[src/rtl/fault_word_defs.vh]
// How it works
// - One 32-bit word, bits 12-31 undefined zero.
// - Word kept only in volatile flip-flops.
// - Extension swap and setup field read zero.
// - Hardware swap flag bit 5 reads zero.
// - Oversize save sets bit 11, drops save.
// - Each new save re-evaluates storage overflow.
// - At start-up oversize buffer sets bit 10.
// - Buffer overflow substitutes default buffer size.
// - Flags other than bit 11 sticky until power cycle or reset.
// - Global stop sets bit 9, stays set.
// - Missing phase or servo clock in start-up window sets bit 8.
// - System file load error sets bit 6.
// - Faulty saved settings set bit 4.
// - Project file read failure sets bit 3.
// - Bit 2 is OR of bits 3-6.
// - Real-time task watchdog expiry sets bit 1.
// - Background watchdog expiry sets bit 0.
// - Missing clock flag forbids motor enable.
`ifndef FAULT_WORD_DEFS_VH
`define FAULT_WORD_DEFS_VH
`define STATUS_ADDR      12'h000
`define CONTROL_ADDR     12'h004
`define BUFSIZE_ADDR     12'h008
`define BIT_BG_WDT       0
`define BIT_RT_WDT       1
`define BIT_STARTUP      2
`define BIT_PROJECT      3
`define BIT_SETTINGS     4
`define BIT_HW_SWAP      5
`define BIT_SYSFILE      6
`define BIT_DEFAULT      7
`define BIT_NOCLK        8
`define BIT_STOP         9
`define BIT_BUFOVF       10
`define BIT_STOROVF      11
`define CLK_WAIT_CYCLES  16'h0fa0
`endif

[src/rtl/system_fault_status_word.v]
// Register access over APB and the placing of the registers are this design's own decisions.
`include "fault_word_defs.vh"
module system_fault_status_word #(
	parameter [15:0] RAM_CAPACITY = 16'h4000,
	parameter [15:0] BUF_DEFAULT  = 16'h1000,
	parameter [15:0] CLK_WAIT     = `CLK_WAIT_CYCLES
) (
	input  wire        MCLK_I,
	input  wire        SYS_RST_I,
	input  wire        PSEL_I,
	input  wire        PENABLE_I,
	input  wire        PWRITE_I,
	input  wire [11:0] PADDR_I,
	input  wire [31:0] PWDATA_I,
	output wire        PREADY_O,
	output wire        PSLVERR_O,
	output wire [31:0] PRDATA_O,
	input  wire        SAVE_REQ_I,
	input  wire        PROGRAM_TOO_BIG_I,
	output reg         SAVE_GO_O,
	input  wire [15:0] BUF_REQ_SIZE_I,
	output reg  [15:0] BUF_SIZE_O,
	input  wire        GLOBAL_STOP_I,
	input  wire        PHASE_TICK_I,
	input  wire        SERVO_TICK_I,
	input  wire        SYSFILE_ERR_I,
	input  wire        SETTINGS_ERR_I,
	input  wire        PROJECT_ERR_I,
	input  wire        FACTORY_DEFAULT_I,
	input  wire        RT_WDT_EXPIRE_I,
	input  wire        BG_WDT_EXPIRE_I,
	input  wire        MOTOR_EN_REQ_I,
	output wire        MOTOR_EN_O,
	output wire [31:0] STATUS_O
);
	////////////////////////////////////////////////////////////////
	reg  [11:0] flag_reg;
	reg         start_reg;
	wire        ph_miss;
	wire        sv_miss;
	wire        ph_done;
	wire        ctl_wr;
	wire [31:0] ctl_data;
	// Reset command over the bus: a write of bit 0 to the control register
	wire        soft_rst = ctl_wr & ctl_data[0];
	wire        restart  = SYS_RST_I | soft_rst;
	wire        summary  = flag_reg[`BIT_PROJECT] | flag_reg[`BIT_SETTINGS] |
		flag_reg[`BIT_SYSFILE];

	// Plain flip-flops only, nothing is ever copied to nonvolatile storage
	assign STATUS_O = {16'h0000, 4'h0, flag_reg[11:6], 1'b0,
		flag_reg[4:3], summary, flag_reg[1:0]};
	assign MOTOR_EN_O = MOTOR_EN_REQ_I & ~flag_reg[`BIT_NOCLK];

	////////////////////////////////////////////////////////////////
	// Start-up checks run one cycle after any reset, hardware or command
	always @(posedge MCLK_I) begin
		if (SYS_RST_I)
			start_reg <= 1'b1;
		else
			start_reg <= soft_rst;
	end

	clock_presence #(.WAIT(CLK_WAIT)) u_phase (
		.clk_i     (MCLK_I),
		.rst_i     (restart),
		.start_i   (start_reg),
		.tick_i    (PHASE_TICK_I),
		.missing_o (ph_miss),
		.done_o    (ph_done)
	);
	clock_presence #(.WAIT(CLK_WAIT)) u_servo (
		.clk_i     (MCLK_I),
		.rst_i     (restart),
		.start_i   (start_reg),
		.tick_i    (SERVO_TICK_I),
		.missing_o (sv_miss),
		.done_o    ()
	);

	////////////////////////////////////////////////////////////////
	// Flags are sticky; only reset or the reset command clears them, except bit 11, which a new save re-evaluates
	always @(posedge MCLK_I) begin
		if (restart) begin
			flag_reg   <= 12'h000;
			BUF_SIZE_O <= BUF_DEFAULT;
			SAVE_GO_O  <= 1'b0;
			// A command reset must not swallow an event or a save of the same cycle
			if (~SYS_RST_I) begin
				flag_reg[`BIT_STOROVF]  <= SAVE_REQ_I & PROGRAM_TOO_BIG_I;
				SAVE_GO_O               <= SAVE_REQ_I & ~PROGRAM_TOO_BIG_I;
				flag_reg[`BIT_STOP]     <= GLOBAL_STOP_I;
				flag_reg[`BIT_SYSFILE]  <= SYSFILE_ERR_I;
				flag_reg[`BIT_SETTINGS] <= SETTINGS_ERR_I;
				flag_reg[`BIT_PROJECT]  <= PROJECT_ERR_I;
				flag_reg[`BIT_RT_WDT]   <= RT_WDT_EXPIRE_I;
				flag_reg[`BIT_BG_WDT]   <= BG_WDT_EXPIRE_I;
			end
		end else begin
			SAVE_GO_O <= 1'b0;
			if (start_reg) begin
				if (BUF_REQ_SIZE_I > RAM_CAPACITY) begin
					flag_reg[`BIT_BUFOVF] <= 1'b1;
					BUF_SIZE_O <= BUF_DEFAULT;
				end else begin
					BUF_SIZE_O <= BUF_REQ_SIZE_I;
				end
				if (FACTORY_DEFAULT_I)
					flag_reg[`BIT_DEFAULT] <= 1'b1;
			end
			// A new save re-evaluates the size, so a smaller program clears it
			if (SAVE_REQ_I) begin
				flag_reg[`BIT_STOROVF] <= PROGRAM_TOO_BIG_I;
				SAVE_GO_O <= ~PROGRAM_TOO_BIG_I;
			end
			if (GLOBAL_STOP_I)
				flag_reg[`BIT_STOP] <= 1'b1;
			if (ph_done & (ph_miss | sv_miss))
				flag_reg[`BIT_NOCLK] <= 1'b1;
			if (SYSFILE_ERR_I)
				flag_reg[`BIT_SYSFILE] <= 1'b1;
			if (SETTINGS_ERR_I)
				flag_reg[`BIT_SETTINGS] <= 1'b1;
			if (PROJECT_ERR_I)
				flag_reg[`BIT_PROJECT] <= 1'b1;
			if (RT_WDT_EXPIRE_I)
				flag_reg[`BIT_RT_WDT] <= 1'b1;
			if (BG_WDT_EXPIRE_I)
				flag_reg[`BIT_BG_WDT] <= 1'b1;
		end
	end

	apb_regs u_bus (
		.clk_i      (MCLK_I),
		.rst_i      (SYS_RST_I),
		.psel_i     (PSEL_I),
		.penable_i  (PENABLE_I),
		.pwrite_i   (PWRITE_I),
		.paddr_i    (PADDR_I),
		.pwdata_i   (PWDATA_I),
		.status_i   (STATUS_O),
		.bufsize_i  (BUF_SIZE_O),
		.pready_o   (PREADY_O),
		.pslverr_o  (PSLVERR_O),
		.prdata_o   (PRDATA_O),
		.ctl_wr_o   (ctl_wr),
		.ctl_data_o (ctl_data)
	);
endmodule

[src/rtl/clock_presence.v]
`include "fault_word_defs.vh"
module clock_presence #(
	parameter WAIT = `CLK_WAIT_CYCLES
) (
	input  wire clk_i,
	input  wire rst_i,
	input  wire start_i,
	input  wire tick_i,
	output reg  missing_o,
	output reg  done_o
);
	reg [15:0] cnt_reg;
	reg        seen_reg;
	reg        busy_reg;
	// A window after each start; no tick within it means the clock is missing
	always @(posedge clk_i) begin
		if (rst_i) begin
			cnt_reg   <= 16'h0000;
			seen_reg  <= 1'b0;
			busy_reg  <= 1'b0;
			missing_o <= 1'b0;
			done_o    <= 1'b0;
		end else begin
			done_o <= 1'b0;
			if (start_i) begin
				cnt_reg  <= WAIT;
				seen_reg <= 1'b0;
				busy_reg <= 1'b1;
			end else if (busy_reg) begin
				if (tick_i)
					seen_reg <= 1'b1;
				if (cnt_reg == 16'h0000) begin
					busy_reg  <= 1'b0;
					done_o    <= 1'b1;
					missing_o <= ~(seen_reg | tick_i);
				end else begin
					cnt_reg <= cnt_reg - 16'h0001;
				end
			end
		end
	end
endmodule

[src/rtl/apb_regs.v]
`include "fault_word_defs.vh"
module apb_regs (
	input  wire        clk_i,
	input  wire        rst_i,
	input  wire        psel_i,
	input  wire        penable_i,
	input  wire        pwrite_i,
	input  wire [11:0] paddr_i,
	input  wire [31:0] pwdata_i,
	input  wire [31:0] status_i,
	input  wire [15:0] bufsize_i,
	output wire        pready_o,
	output wire        pslverr_o,
	output reg  [31:0] prdata_o,
	output reg         ctl_wr_o,
	output reg  [31:0] ctl_data_o
);
	wire acc = psel_i & penable_i;
	wire hit = (paddr_i == `STATUS_ADDR) | (paddr_i == `CONTROL_ADDR) |
		(paddr_i == `BUFSIZE_ADDR);
	assign pready_o  = 1'b1;
	assign pslverr_o = acc & ~hit;
	always @(posedge clk_i) begin
		if (rst_i) begin
			prdata_o   <= 32'h00000000;
			ctl_wr_o   <= 1'b0;
			ctl_data_o <= 32'h00000000;
		end else begin
			ctl_wr_o <= acc & pwrite_i & (paddr_i == `CONTROL_ADDR);
			if (acc & pwrite_i)
				ctl_data_o <= pwdata_i;
			// Status writes are simply dropped
			if (psel_i & ~penable_i & ~pwrite_i) begin
				case (paddr_i)
					`STATUS_ADDR:  prdata_o <= status_i;
					`BUFSIZE_ADDR: prdata_o <= {16'h0000, bufsize_i};
					default:       prdata_o <= 32'h00000000;
				endcase
			end
		end
	end
endmodule

[config.mk]
export PLATFORM = sky130hd
export DESIGN_NAME = system_fault_status_word
export DESIGN_NICKNAME = d
export VERILOG_FILES = /design/src/rtl/system_fault_status_word.v /design/src/rtl/clock_presence.v /design/src/rtl/apb_regs.v
export VERILOG_INCLUDE_DIRS = /design/src /design/src/rtl
export SDC_FILE = /design/constraint.sdc
export NUM_CORES = 1
export LEC_CHECK = 0
export BUFFER_PORTS_ARGS = -buffer_cell sky130_fd_sc_hd__buf_2
export CORE_MARGIN = 2
export CORE_UTILIZATION = 53
export DETAILED_ROUTE_END_ITERATION = 16
export HOLD_SLACK_MARGIN = 0.03
export PLACE_DENSITY = 0.85
export SLEW_MARGIN = 20
export SYNTH_ARGS = -nofsm -noshare
export SYNTH_HDL_FRONTEND = slang
export SYNTH_SLANG_ARGS = --single-unit
[constraint.sdc]
create_clock -name MCLK_I -period 3.1 [get_ports MCLK_I]
set_input_delay 0.62 -clock MCLK_I [delete_from_list [all_inputs] [get_ports MCLK_I]]
set_output_delay 0.62 -clock MCLK_I [all_outputs]
set_load 0.1 [all_outputs]
* After elaboration in Yosys (flattened, before gate mapping)
Cells that the tools add are included. Widths: inputs -> output; s select.
Cells by class: add/sub/neg operators 2, $lt $le $gt $ge 1, eq/ne operators 4, mux-type cells 38, bitwise gates (word level) 30, reductions and logical operators 24
Operators with widths (count):
- $mux 12 | 6
- $logic_not 16->1 | 2
- $pmux 16 s2 | 1
- $sub 16x1->16 const B | 2
- $mux 1 | 25
- $reduce_bool 2->1 | 9
- $gt 16x15->1 const B | 1
- $mux 16 | 1
- $reduce_and 2->1 | 8
- $eq 12x3->1 const B | 1
- $eq 12x4->1 const B | 1
- $logic_not 12->1 | 1
- $and 1x1->1 | 11
- $not 1->1 | 11
- $mux 2 | 4
- $or 1x1->1 | 8
- $mux 6 | 1
- $reduce_and 3->1 | 2
- $ne 2x2->1 const B | 2
- $reduce_or 3->1 | 1
- $reduce_or 2->1 | 1
Word-level totals: bits in registers 101, input port bits 77, output and inout bits 84, word-level logic and storage cells 126

* Depth between registers and ports, before layout
Gate-level depths: netlist (run 1).
depth in word-level cells 5, mapped depth 7, depth with buffers taken out 6

* By module
From an unflattened synthesis (run 1), not the netlist that was laid out.
Unflattened totals: cell total of the unflattened synthesis 690, area, all modules 6346.1 um^2
Modules (own cells, without submodules):
- apb_regs | instances 1, cells an instance 303, area an instance 2681.3 um^2, sequential area each 1301.2 um^2
- clock_presence | instances 2, cells an instance 127, area an instance 1094.8 um^2, sequential area each 400.4 um^2
- system_fault_status_word | instances 1, cells an instance 133, area an instance 1475.2 um^2, sequential area each 630.6 um^2

* Least setup slack after synthesis (run 1)
OpenSTA, ideal clock, no wires.
path type input -> output, from input PADDR_I[3], to output PSLVERR_O, arrival 2.732 ns, data required time 2.480 ns, setup slack -0.252 ns, cell stages on the path 4, buffers on the path 2, cell sequence clkbuf_1 -> clkbuf_1 -> a21oi_1 -> nor2_1
Between the ends: word-level cells in the longest chain between the ends 5, elaborated cells on any way between the ends 7, classes of those cells eq/ne (2); bitwise (4); reduce/logical (1)
Ends and longest elaborated chain:
- from (decl) | RTL line system_fault_status_word.v:13 | input wire [11:0] PADDR_I,
- $eq 12x3->1 (no source line) or $logic_not 12->1 (tied branches)
- $or 1x1->1 | RTL line apb_regs.v:19 | wire hit = (paddr_i == `STATUS_ADDR) | (paddr_i == `CONTROL_ADDR) |
- $or 1x1->1 * | RTL line apb_regs.v:19
- $not 1->1 * | RTL line apb_regs.v:22 | assign pslverr_o = acc & ~hit;
- $and 1x1->1 * | RTL line apb_regs.v:22
- to (decl) | RTL line system_fault_status_word.v:16 | output wire PSLVERR_O,
Every way passes the cells marked *; elsewhere a longest branch is shown, timed or not.

* Worst setup path after layout (run 1)
from register u_servo.cnt_reg[0], to register u_servo.missing_o
Between the ends: word-level cells in the longest chain between the ends 2
Ends and longest elaborated chain:
- from (decl) | RTL line clock_presence.v:12 | reg [15:0] cnt_reg;
- from (signal assigned) | RTL line clock_presence.v:37 | cnt_reg <= cnt_reg - 16'h0001;
- $logic_not 16->1 | RTL line clock_presence.v:32 | if (cnt_reg == 16'h0000) begin
- $reduce_and 3->1 (no source line)
- to (signal assigned) | RTL line clock_presence.v:35 | missing_o <= ~(seen_reg | tick_i);
- to (decl) | RTL line clock_presence.v:9 | output reg missing_o,
Every way passes these cells. A chain may end at the register's enable or synchronous reset.

==> results of run 1 <==
-- logic make-up after synthesis --
family / share of synthesized area
compound gates: 0.1691
fa+ha+maj: 0.009026
buf+inv: 0.1014
flops: 0.4260
mux: 0.04121
other cells: 0.001806
simple gates: 0.2515
-- stage by stage --
step / power [mW] / utilization
6_report: 2.589 / 0.6191
4_1_cts: 2.600 / 0.6191
3_5_place_dp: 1.853 / 0.5939
2_1_floorplan: 1.778 / -
5_1_grt: 2.699 / 0.6191
3_3_place_gp: 1.834 / 0.5939
-- final timing paths --
check	depth (start not counted)	to
hold / removal	2	SAVE_GO_O
setup / recovery	6	u_servo.missing_o
setup reg to reg	6	u_servo.missing_o
hold reg to reg	2	u_bus.prdata_o[8]
-- routing by layer --
| layer | wire length, um | track usage | vias up |
|---|---|---|---|
| met2 | 4901 | 0.4075 | 149 |
| met4 | 147 | 0.07214 | 0 |
| met3 | 732 | 0.05858 | 15 |
| met5 | 0 | 0 | - |
| met1 | 4147 | 0.2911 | 1781 |
| li1 | - | - | 1806 |
-- layout make-up --
class	instances	area, um2
Clock buffer	10	148.9
Clock inverter	6	43.79
Fill cell	648	2913
Inverter	7	26.28
Multi-Input combinational cell	354	2108
Sequential cell	85	1772
Tap cell	102	127.6
Timing Repair Buffer	98	508.0
-- placed cells by master, fill, tap and decap left out, drive strengths merged, types with 4 or more instances in the layout --
cell type,count
or3,17
a22o,11
a21oi,30
nand4,6
nor3,10
dfxtp,78
edfxtp,7
a31oi,9
or4,7
inv,7
nor3b,4
a211oi,5
nand2b,10
conb,38
nand2,44
o31ai,6
o21ai,32
o41ai,6
nor2b,5
nor2,44
buf,98
clkbuf,10
clkinv,5
nand3,8
nor4,12
mux2i,16
-- report_power, final --
group / internal (mW) / switching [mW]
sequential: 1.15 / 0.0531
clock: 0.343 / 0.412
combinational: 0.135 / 0.497
total: 1.63 / 0.962
-- critical path: stages, from the launching register on --
cell	delay, ps
dfxtp_1	330
inv_1	110
ha_1	200
nor3b_1	420
nand3_1	470
or3_1	480
o41ai_1	270
==> flow_summary.ini, run 1 <==
[pwr]
p_leak_nw = 2.008
powerDensity_mw_per_mm2 = 546.8
ir_worst_vdd_uv = 224.0

[placement]
dp.cells = 646
place.gp.congestion = 0.8427
hpwl_um = 7338
port_buffers = 91
place_ws_ps = 735.5
placed_area_mm2 = 0.004542

[synthesis]
synth_edf_count = 7
synth_area_leaders = dfxtp_1 (38%), buf_4 (7.0%), edfxtp_1 (5.1%)
avgSynthCellArea_um2 = 8.830
synth_top_area_cell = dfxtp_1
yosys.cell_count.top_type = dfxtp_1
ys_top_cells_by_count = dfxtp_1 (78), nand2_1 (44), nor2_1 (44)
yosysSeqAreaShare = 0.4260
ys.flop_type = dfxtp_1
synth_cell_types = 62
syn_inst = 471
ys_warn_count = 0
ys_seq_elements = 85
async_flop_share = 0
netlist.area_leader.share = 0.3755
synth_area_mm2 = 0.004159

[timing]
post-route-min-period_ps = 2383
min_period_over_period = 0.7688
finalSetupTns_ps = 0
setup_viol = 0
tightest_slew_ps = 900.5
timing.final.ws_setup_ps = 716.8
rsz0062_at_grt = no
slew_violations = 0
relSlewSlack = 0.3986
hold_viol_final = 0
max_freq_mhz = 419.6
hold_slack_ps = 450.6
finalClockSkew_ps = 14.54

[setup_path]
r2r-start = u_servo.cnt_reg[0]
r2r_slack_ps = 720
start_kind = register
cp_max_fo = 13
arrival_ps = 2630
critPathRequiredTime_ps = 3350
crit_type = register to register
crit_path_end_kind = register
cp-startpoint = u_servo.cnt_reg[0]

[global_routing]
grt_pass1_vias = 3542
groute.usage.overall = 0.2363
grt_max_degree = 20
antenna_found_initial = 0
grt_overflow = 0
grt_pass1_wl_um = 16360

[floorplanning]
core-area_mm2 = 0.007647
die_h_um = 92.59
die-area_mm2 = 0.008572
die_w_um = 92.59
rows = 32
initial_utilization = 0.5438
pin_count = 161

[clocking]
insertion_delay_ps = 360
cts_sinks = 85
ctsHoldBuffers = 0
cts_tree = done
cts-root-buf = clkbuf_8
numCtsBuffers = 9
cts_resized = 0
h-tree-depth = 3
postCtsSetupBuffers = 0
clockBufferDepth = 2
cts.clk_slew.worst_paths_ps = 90

[routing]
vias = 3751
post-route-drc-count = 0
firstDrtPassIters = 6
drt.antenna.violating_nets = 0
via_per_inst = 5.666
routed_wl_um = 9930
wl_per_cell_um = 15.00
drt_iter0_drc = 229

[run]
cap_viol_max_count = 0

[final_layout]
layout.nets = 635
drive_gt1_frac = 0.2339
antenna_cells = 0
finalNonFillerCells = 662
area_delta_synth_final_pct = 13.84
stdcell_area_mm2 = 0.004735

[worst_hold_path]
worstHoldStart = PROGRAM_TOO_BIG_I
hold_class = input pin to register

[run_status]
outcome = finished, final reports clean
No activity file was read; power rests on OpenSTA's default activity.
==> run 2, diff against run 1 <==
- ABC_AREA: unset -> 1
- CORE_UTILIZATION: 53 -> 45
- PLACE_DENSITY: 0.85 -> 0.75
- clock period: 3.1 -> 1.91 ns (I/O delays scaled with it)
==> flow_summary.ini, run 2 <==
[run_status]
outcome = finished, final reports clean

[routing]
drt.antenna.violating_nets = 0
via_per_inst = 4.868
wl_per_cell_um = 12.22
post-route-drc-count = 0
firstDrtPassIters = 5
vias = 4381
routed_wl_um = 10990
drt_iter0_drc = 305

[clocking]
h-tree-depth = 3
cts_sinks = 85
cts_tree = done
insertion_delay_ps = 370
cts-root-buf = clkbuf_8
numCtsBuffers = 9
clockBufferDepth = 2
cts.clk_slew.worst_paths_ps = 90

[setup_path]
cp_slowest_cell = edfxtp_1
critical_path.max_stage_delay_ps = 450
start_kind = register
path_cells = or3_1 -> buf_4
crit_path_end_kind = primary output
cp_max_fo = 3
critPathRequiredTime_ps = 1530
arrival_ps = 1470
crit_type = register to primary output

[pwr]
p_leak_nw = 2.605
ir_worst_vdd_uv = 431.5
powerDensity_mw_per_mm2 = 868.5

[timing]
relSlewSlack = 0.6337
slew_violations = 0
rsz0062_at_grt = no
finalClockSkew_ps = 18.63
post-route-min-period_ps = 1855
tightest_slew_ps = 548.8
hold_viol_final = 0
finalSetupTns_ps = 0
setup_viol = 0
max_freq_mhz = 539.0
min_period_over_period = 0.9713

[synthesis]
yosysSeqAreaShare = 0.3895
synth_area_mm2 = 0.004548
ys_warn_count = 0
synth_top_area_cell = dfxtp_1
yosys.cell_count.top_type = nand2_1
synth_area_leaders = dfxtp_1 (34%), nand2_1 (13%), nand3_1 (9.2%)
ys_top_cells_by_count = nand2_1 (159), nor2_1 (97), nand3_1 (84)
ys.flop_type = dfxtp_1
netlist.area_leader.share = 0.3433
async_flop_share = 0
synth_cell_types = 35
ys_seq_elements = 85
avgSynthCellArea_um2 = 6.768
syn_inst = 672
synth_edf_count = 7

[final_layout]
final_common_cell = nand2_1
post-route-util = 0.5320
antenna_cells = 0
layout_common_cells = nand2_1 (159), nor2_1 (96), buf_2 (90)
area_delta_synth_final_pct = 14.33
layout.nets = 842
drive_gt1_frac = 0.1890

[floorplanning]
core-area_mm2 = 0.009774
die_w_um = 104.5
initial_utilization = 0.4653
die-area_mm2 = 0.01093
rows = 36
die_h_um = 104.5
pin_count = 161

[placement]
hpwl_um = 8194
place.gp.congestion = 0.8757
port_buffers = 91

[worst_hold_path]
hold_class = input pin to register

[global_routing]
grt_pass1_wl_um = 18180
grt_pass1_vias = 3822
grt_overflow = 0
groute.usage.overall = 0.2016
grt_max_degree = 28
antenna_found_initial = 0

[run]
cap_viol_max_count = 0
-- run 2: cell count changes in the layout (fill, tap and decap cells not counted), moves of 7 or more --
cell | before | now
a22o_1 | 11 | 0
a31oi_1 | 9 | 0
buf_4 | 7 | 14
inv_1 | 6 | 79
mux2i_1 | 16 | 0
nand2_1 | 44 | 159
nand2b_1 | 9 | 0
nand3_1 | 8 | 84
nand4_1 | 5 | 21
nor2_1 | 43 | 96
nor4_1 | 10 | 2
o21ai_0 | 32 | 7
or3_1 | 15 | 1
-- run 2: area by class of cell --
type                    instances  area (um2)
flip-flops and latches         85        1772
clock inverters                 7       81.33
clock buffers                   9       123.9
well taps                     133       166.4
multi-input cells             476        2176
inverters                      86       325.3
repair buffers                104       555.5
fillers                       951        4574
-- run 2: worst max-delay path: cells and delay by family (launching register included) --
kind	cells	cell delay, ps
flip-flops	1	450
AND/OR/NAND/NOR	1	410
buffers and inverters	1	250
-- run 2: worst paths after layout --
kind / start / slack (ps) / cells past startpoint / end
worst max-delay path: flag_reg[6] / 50 / 2 / STATUS_O[2]
worst min-delay path: PROGRAM_TOO_BIG_I / 180 / 2 / SAVE_GO_O
worst max register to register: u_phase.cnt_reg[0] / 230 / 11 / u_phase.cnt_reg[15]
worst min register to register: u_phase.missing_o / 450 / 2 / u_phase.missing_o
-- run 2: metrics by stage --
stage	setup slack, ps	instance area, um2	cells	power, mW	hold WS [ps]
after floorplan	-88.56	4687	708	3.061	419.6
after global placement	144.4	4992	884	3.178	434.3
after detailed placement	122.6	4992	884	3.197	436.6
after CTS	45.60	5200	900	4.529	171.0
after global routing	17.30	5200	900	4.691	190.8
final	54.81	5200	900	4.516	182.4
-- run 2: cells by family after synthesis --
kind of cell             synth area share
flip-flops                         0.3895
buffers and inverters              0.1626
AO/OA/AOI/OAI                     0.05557
XOR/XNOR                         0.007702
AND/OR/NAND/NOR                    0.3747
other                            0.001651
adder cells (fa/ha/maj)          0.008254
-- run 2: power breakdown --
group	total, mW	internal, mW	switching (mW)
clock network	1.35	0.626	0.726
registers	1.95	1.88	0.0784
logic	1.21	0.226	0.984
total	4.52	2.73	1.79
-- run 2: repair_timing --
item / CTS / global route
hold buffers: 0 / 0
setup endpoints to repair: 1 / 0
gates resized for setup: 1 / 0
setup buffers: 0 / 0
hold endpoints to repair: 0 / 0
-- run 2: per-layer routing --
layer | vias up | GRT usage | part of all wire
met1 | 1988 | 0.2669 | 0.45
met5 | - | 0 | 0
met4 | 0 | 0.06757 | 0.017
met2 | 158 | 0.3375 | 0.48
li1 | 2221 | - | -
met3 | 14 | 0.02807 | 0.061
==> run 3, diff against run 2 <==
- BUFFER_PORTS_ARGS: -buffer_cell sky130_fd_sc_hd__buf_2 -> unset
- CORE_UTILIZATION: 45 -> 57
- DONT_BUFFER_PORTS: unset -> 1
- PLACE_DENSITY: 0.75 -> 0.74
- clock period: 1.91 -> 1.6 ns (I/O delays scaled with it)
==> flow_summary.ini, run 3 (synthesized netlist as in run 2, its figures left out) <==
[pwr]
ir_worst_vdd_uv = 701.8
p_total_mw = 5.253
powerDensity_mw_per_mm2 = 1003
p_leak_nw = 2.513

[timing]
timing.final.ws_setup_ps = -128.7
finalClockSkew_ps = 11.36
max_freq_mhz = 578.5
hold_viol_final = 0
post-route-min-period_ps = 1729
setup_viol = 1
finalSetupTns_ps = -128.7
rsz0062_at_grt = yes
slew_violations = 0
min_period_over_period = 1.080

[worst_hold_path]
worstHoldStart = SAVE_REQ_I
hold_class = input pin to register
hold_path_end = SAVE_GO_O
holdPathStages = 2

[routing]
drt_iter0_drc = 379
vias = 4353
wl_per_cell_um = 13.36
routed_wl_um = 11240
via_per_inst = 5.176
firstDrtPassIters = 5
drt.antenna.violating_nets = 0
post-route-drc-count = 0

[setup_path]
arrival_ps = 1410
crit_type = register to primary output
path_cells = or3_4 -> buf_12
crit_path_end_kind = primary output
cpLargestDelayFamily = flip-flops
cp_slowest_cell = edfxtp_1
critPathRequiredTime_ps = 1280
critical_path.max_stage_delay_ps = 430
start_kind = register
reg2reg_depth = 10
r2r-end = u_phase.cnt_reg[8]
r2r_slack_ps = 100
r2r-start = u_phase.cnt_reg[0]
path_buf_inv = 1
cp_max_fo = 2

[floorplanning]
initial_utilization = 0.5886
rows = 32
die_h_um = 93.33
die-area_mm2 = 0.008710
die_w_um = 93.33
core-area_mm2 = 0.007727
pin_count = 161

[global_routing]
grt_max_degree = 28
grt-busiest-layer = met2
grt_pass1_vias = 3879
grtUsageMet2 = 0.4281
use_met1 = 0.3187
groute.usage.overall = 0.2528
antenna_found_initial = 0
grt_overflow = 0
grt_use_met3 = 0.06366
grt_pass1_wl_um = 17570

[placement]
place.gp.congestion = 0.9058
port_buffers = 0
hpwl_um = 8152
place_ws_ps = 36.34

[run_status]
violations = setup timing
outcome = finished, violations left

[final_layout]
area_delta_synth_final_pct = 15.13
final_common_cell = nand2_1
layout_common_cells = nand2_1 (159), nor2_1 (94), nand3_1 (84)
drive_gt1_frac = 0.1624
fill_cells = 678
antenna_cells = 0
layout.nets = 814

[clocking]
cts_sinks = 85
cts.clk_slew.worst_paths_ps = 100
cts_tree = done
clockBufferDepth = 2
insertion_delay_ps = 370
numCtsBuffers = 9
h-tree-depth = 3
cts-root-buf = clkbuf_8

[run]
cap_viol_max_count = 0
==> run 3: cell count changes in the layout (fill, tap and decap cells not counted), sizes merged <==
cell	before	now
clkinvlp	0	2
dlygate4sd3	0	2
clkinv	7	5
buf	104	74
bufinv	1	0
inv	85	86
==> run 3: final cells by class <==
type | count | area, um2 | area share
clock inverters | 7 | 55.05 | 0.01051
well taps | 102 | 127.6 | 0.02437
clock buffers | 9 | 123.9 | 0.02366
inverters | 86 | 329.1 | 0.06284
repair buffers | 76 | 625.6 | 0.1195
flip-flops and latches | 85 | 1772 | 0.3384
multi-input cells | 476 | 2203 | 0.4208
==> run 3: metrics by stage <==
stage	util	hold WS, ps	cells	area (um2)
after floorplan	-	396.8	708	4720
after global placement	0.6397	399.1	812	4943
after detailed placement	0.6397	399.6	812	4943
after CTS	0.6655	79.42	830	5142
after global routing	0.6776	77.84	841	5236
final	0.6776	86.90	841	5236
==> run 3: report_power, final <==
group	leakage [nW]	internal [mW]	switching (mW)
sequential	0.709	2.24	0.0804
combinational	1.71	0.317	1.19
clock	0.0887	0.584	0.847
==> run 3: how the worst max path moves through the flow <==
| stage | start | to | slack (ps) | depth (start not counted) |
|---|---|---|---|---|
| 4_1_cts | flag_reg[6] | STATUS_O[2] | -130 | 2 |
| 6_report | flag_reg[6] | STATUS_O[2] | -130 | 2 |
| 5_1_grt | flag_reg[6] | STATUS_O[2] | -160 | 2 |
| 3_5_place_dp | u_phase.cnt_reg[0] | u_phase.cnt_reg[12] | 40 | 11 |
| 2_1_floorplan | flag_reg[3] | STATUS_O[2] | -210 | 2 |
| 3_3_place_gp | u_phase.cnt_reg[0] | u_phase.cnt_reg[12] | 90 | 11 |
==> run 3: layer usage <==
metal	vias up	part of all wire	wire length (um)
li1	2171	-	-
met1	1981	0.41	4657
met2	184	0.49	5488
met3	17	0.081	906
met4	0	0.016	183
met5	-	0	0
==> run 3: what timing repair did <==
item                                    in CTS  in global routing
endpoints found under the hold margin        8                  0
cloned                                       0                  0
resized for setup                            0                  5
endpoints found under the setup margin       1                 22
pin swaps                                    1                  2
buffers inserted                             0                 11
hold buffers                                 2                  0
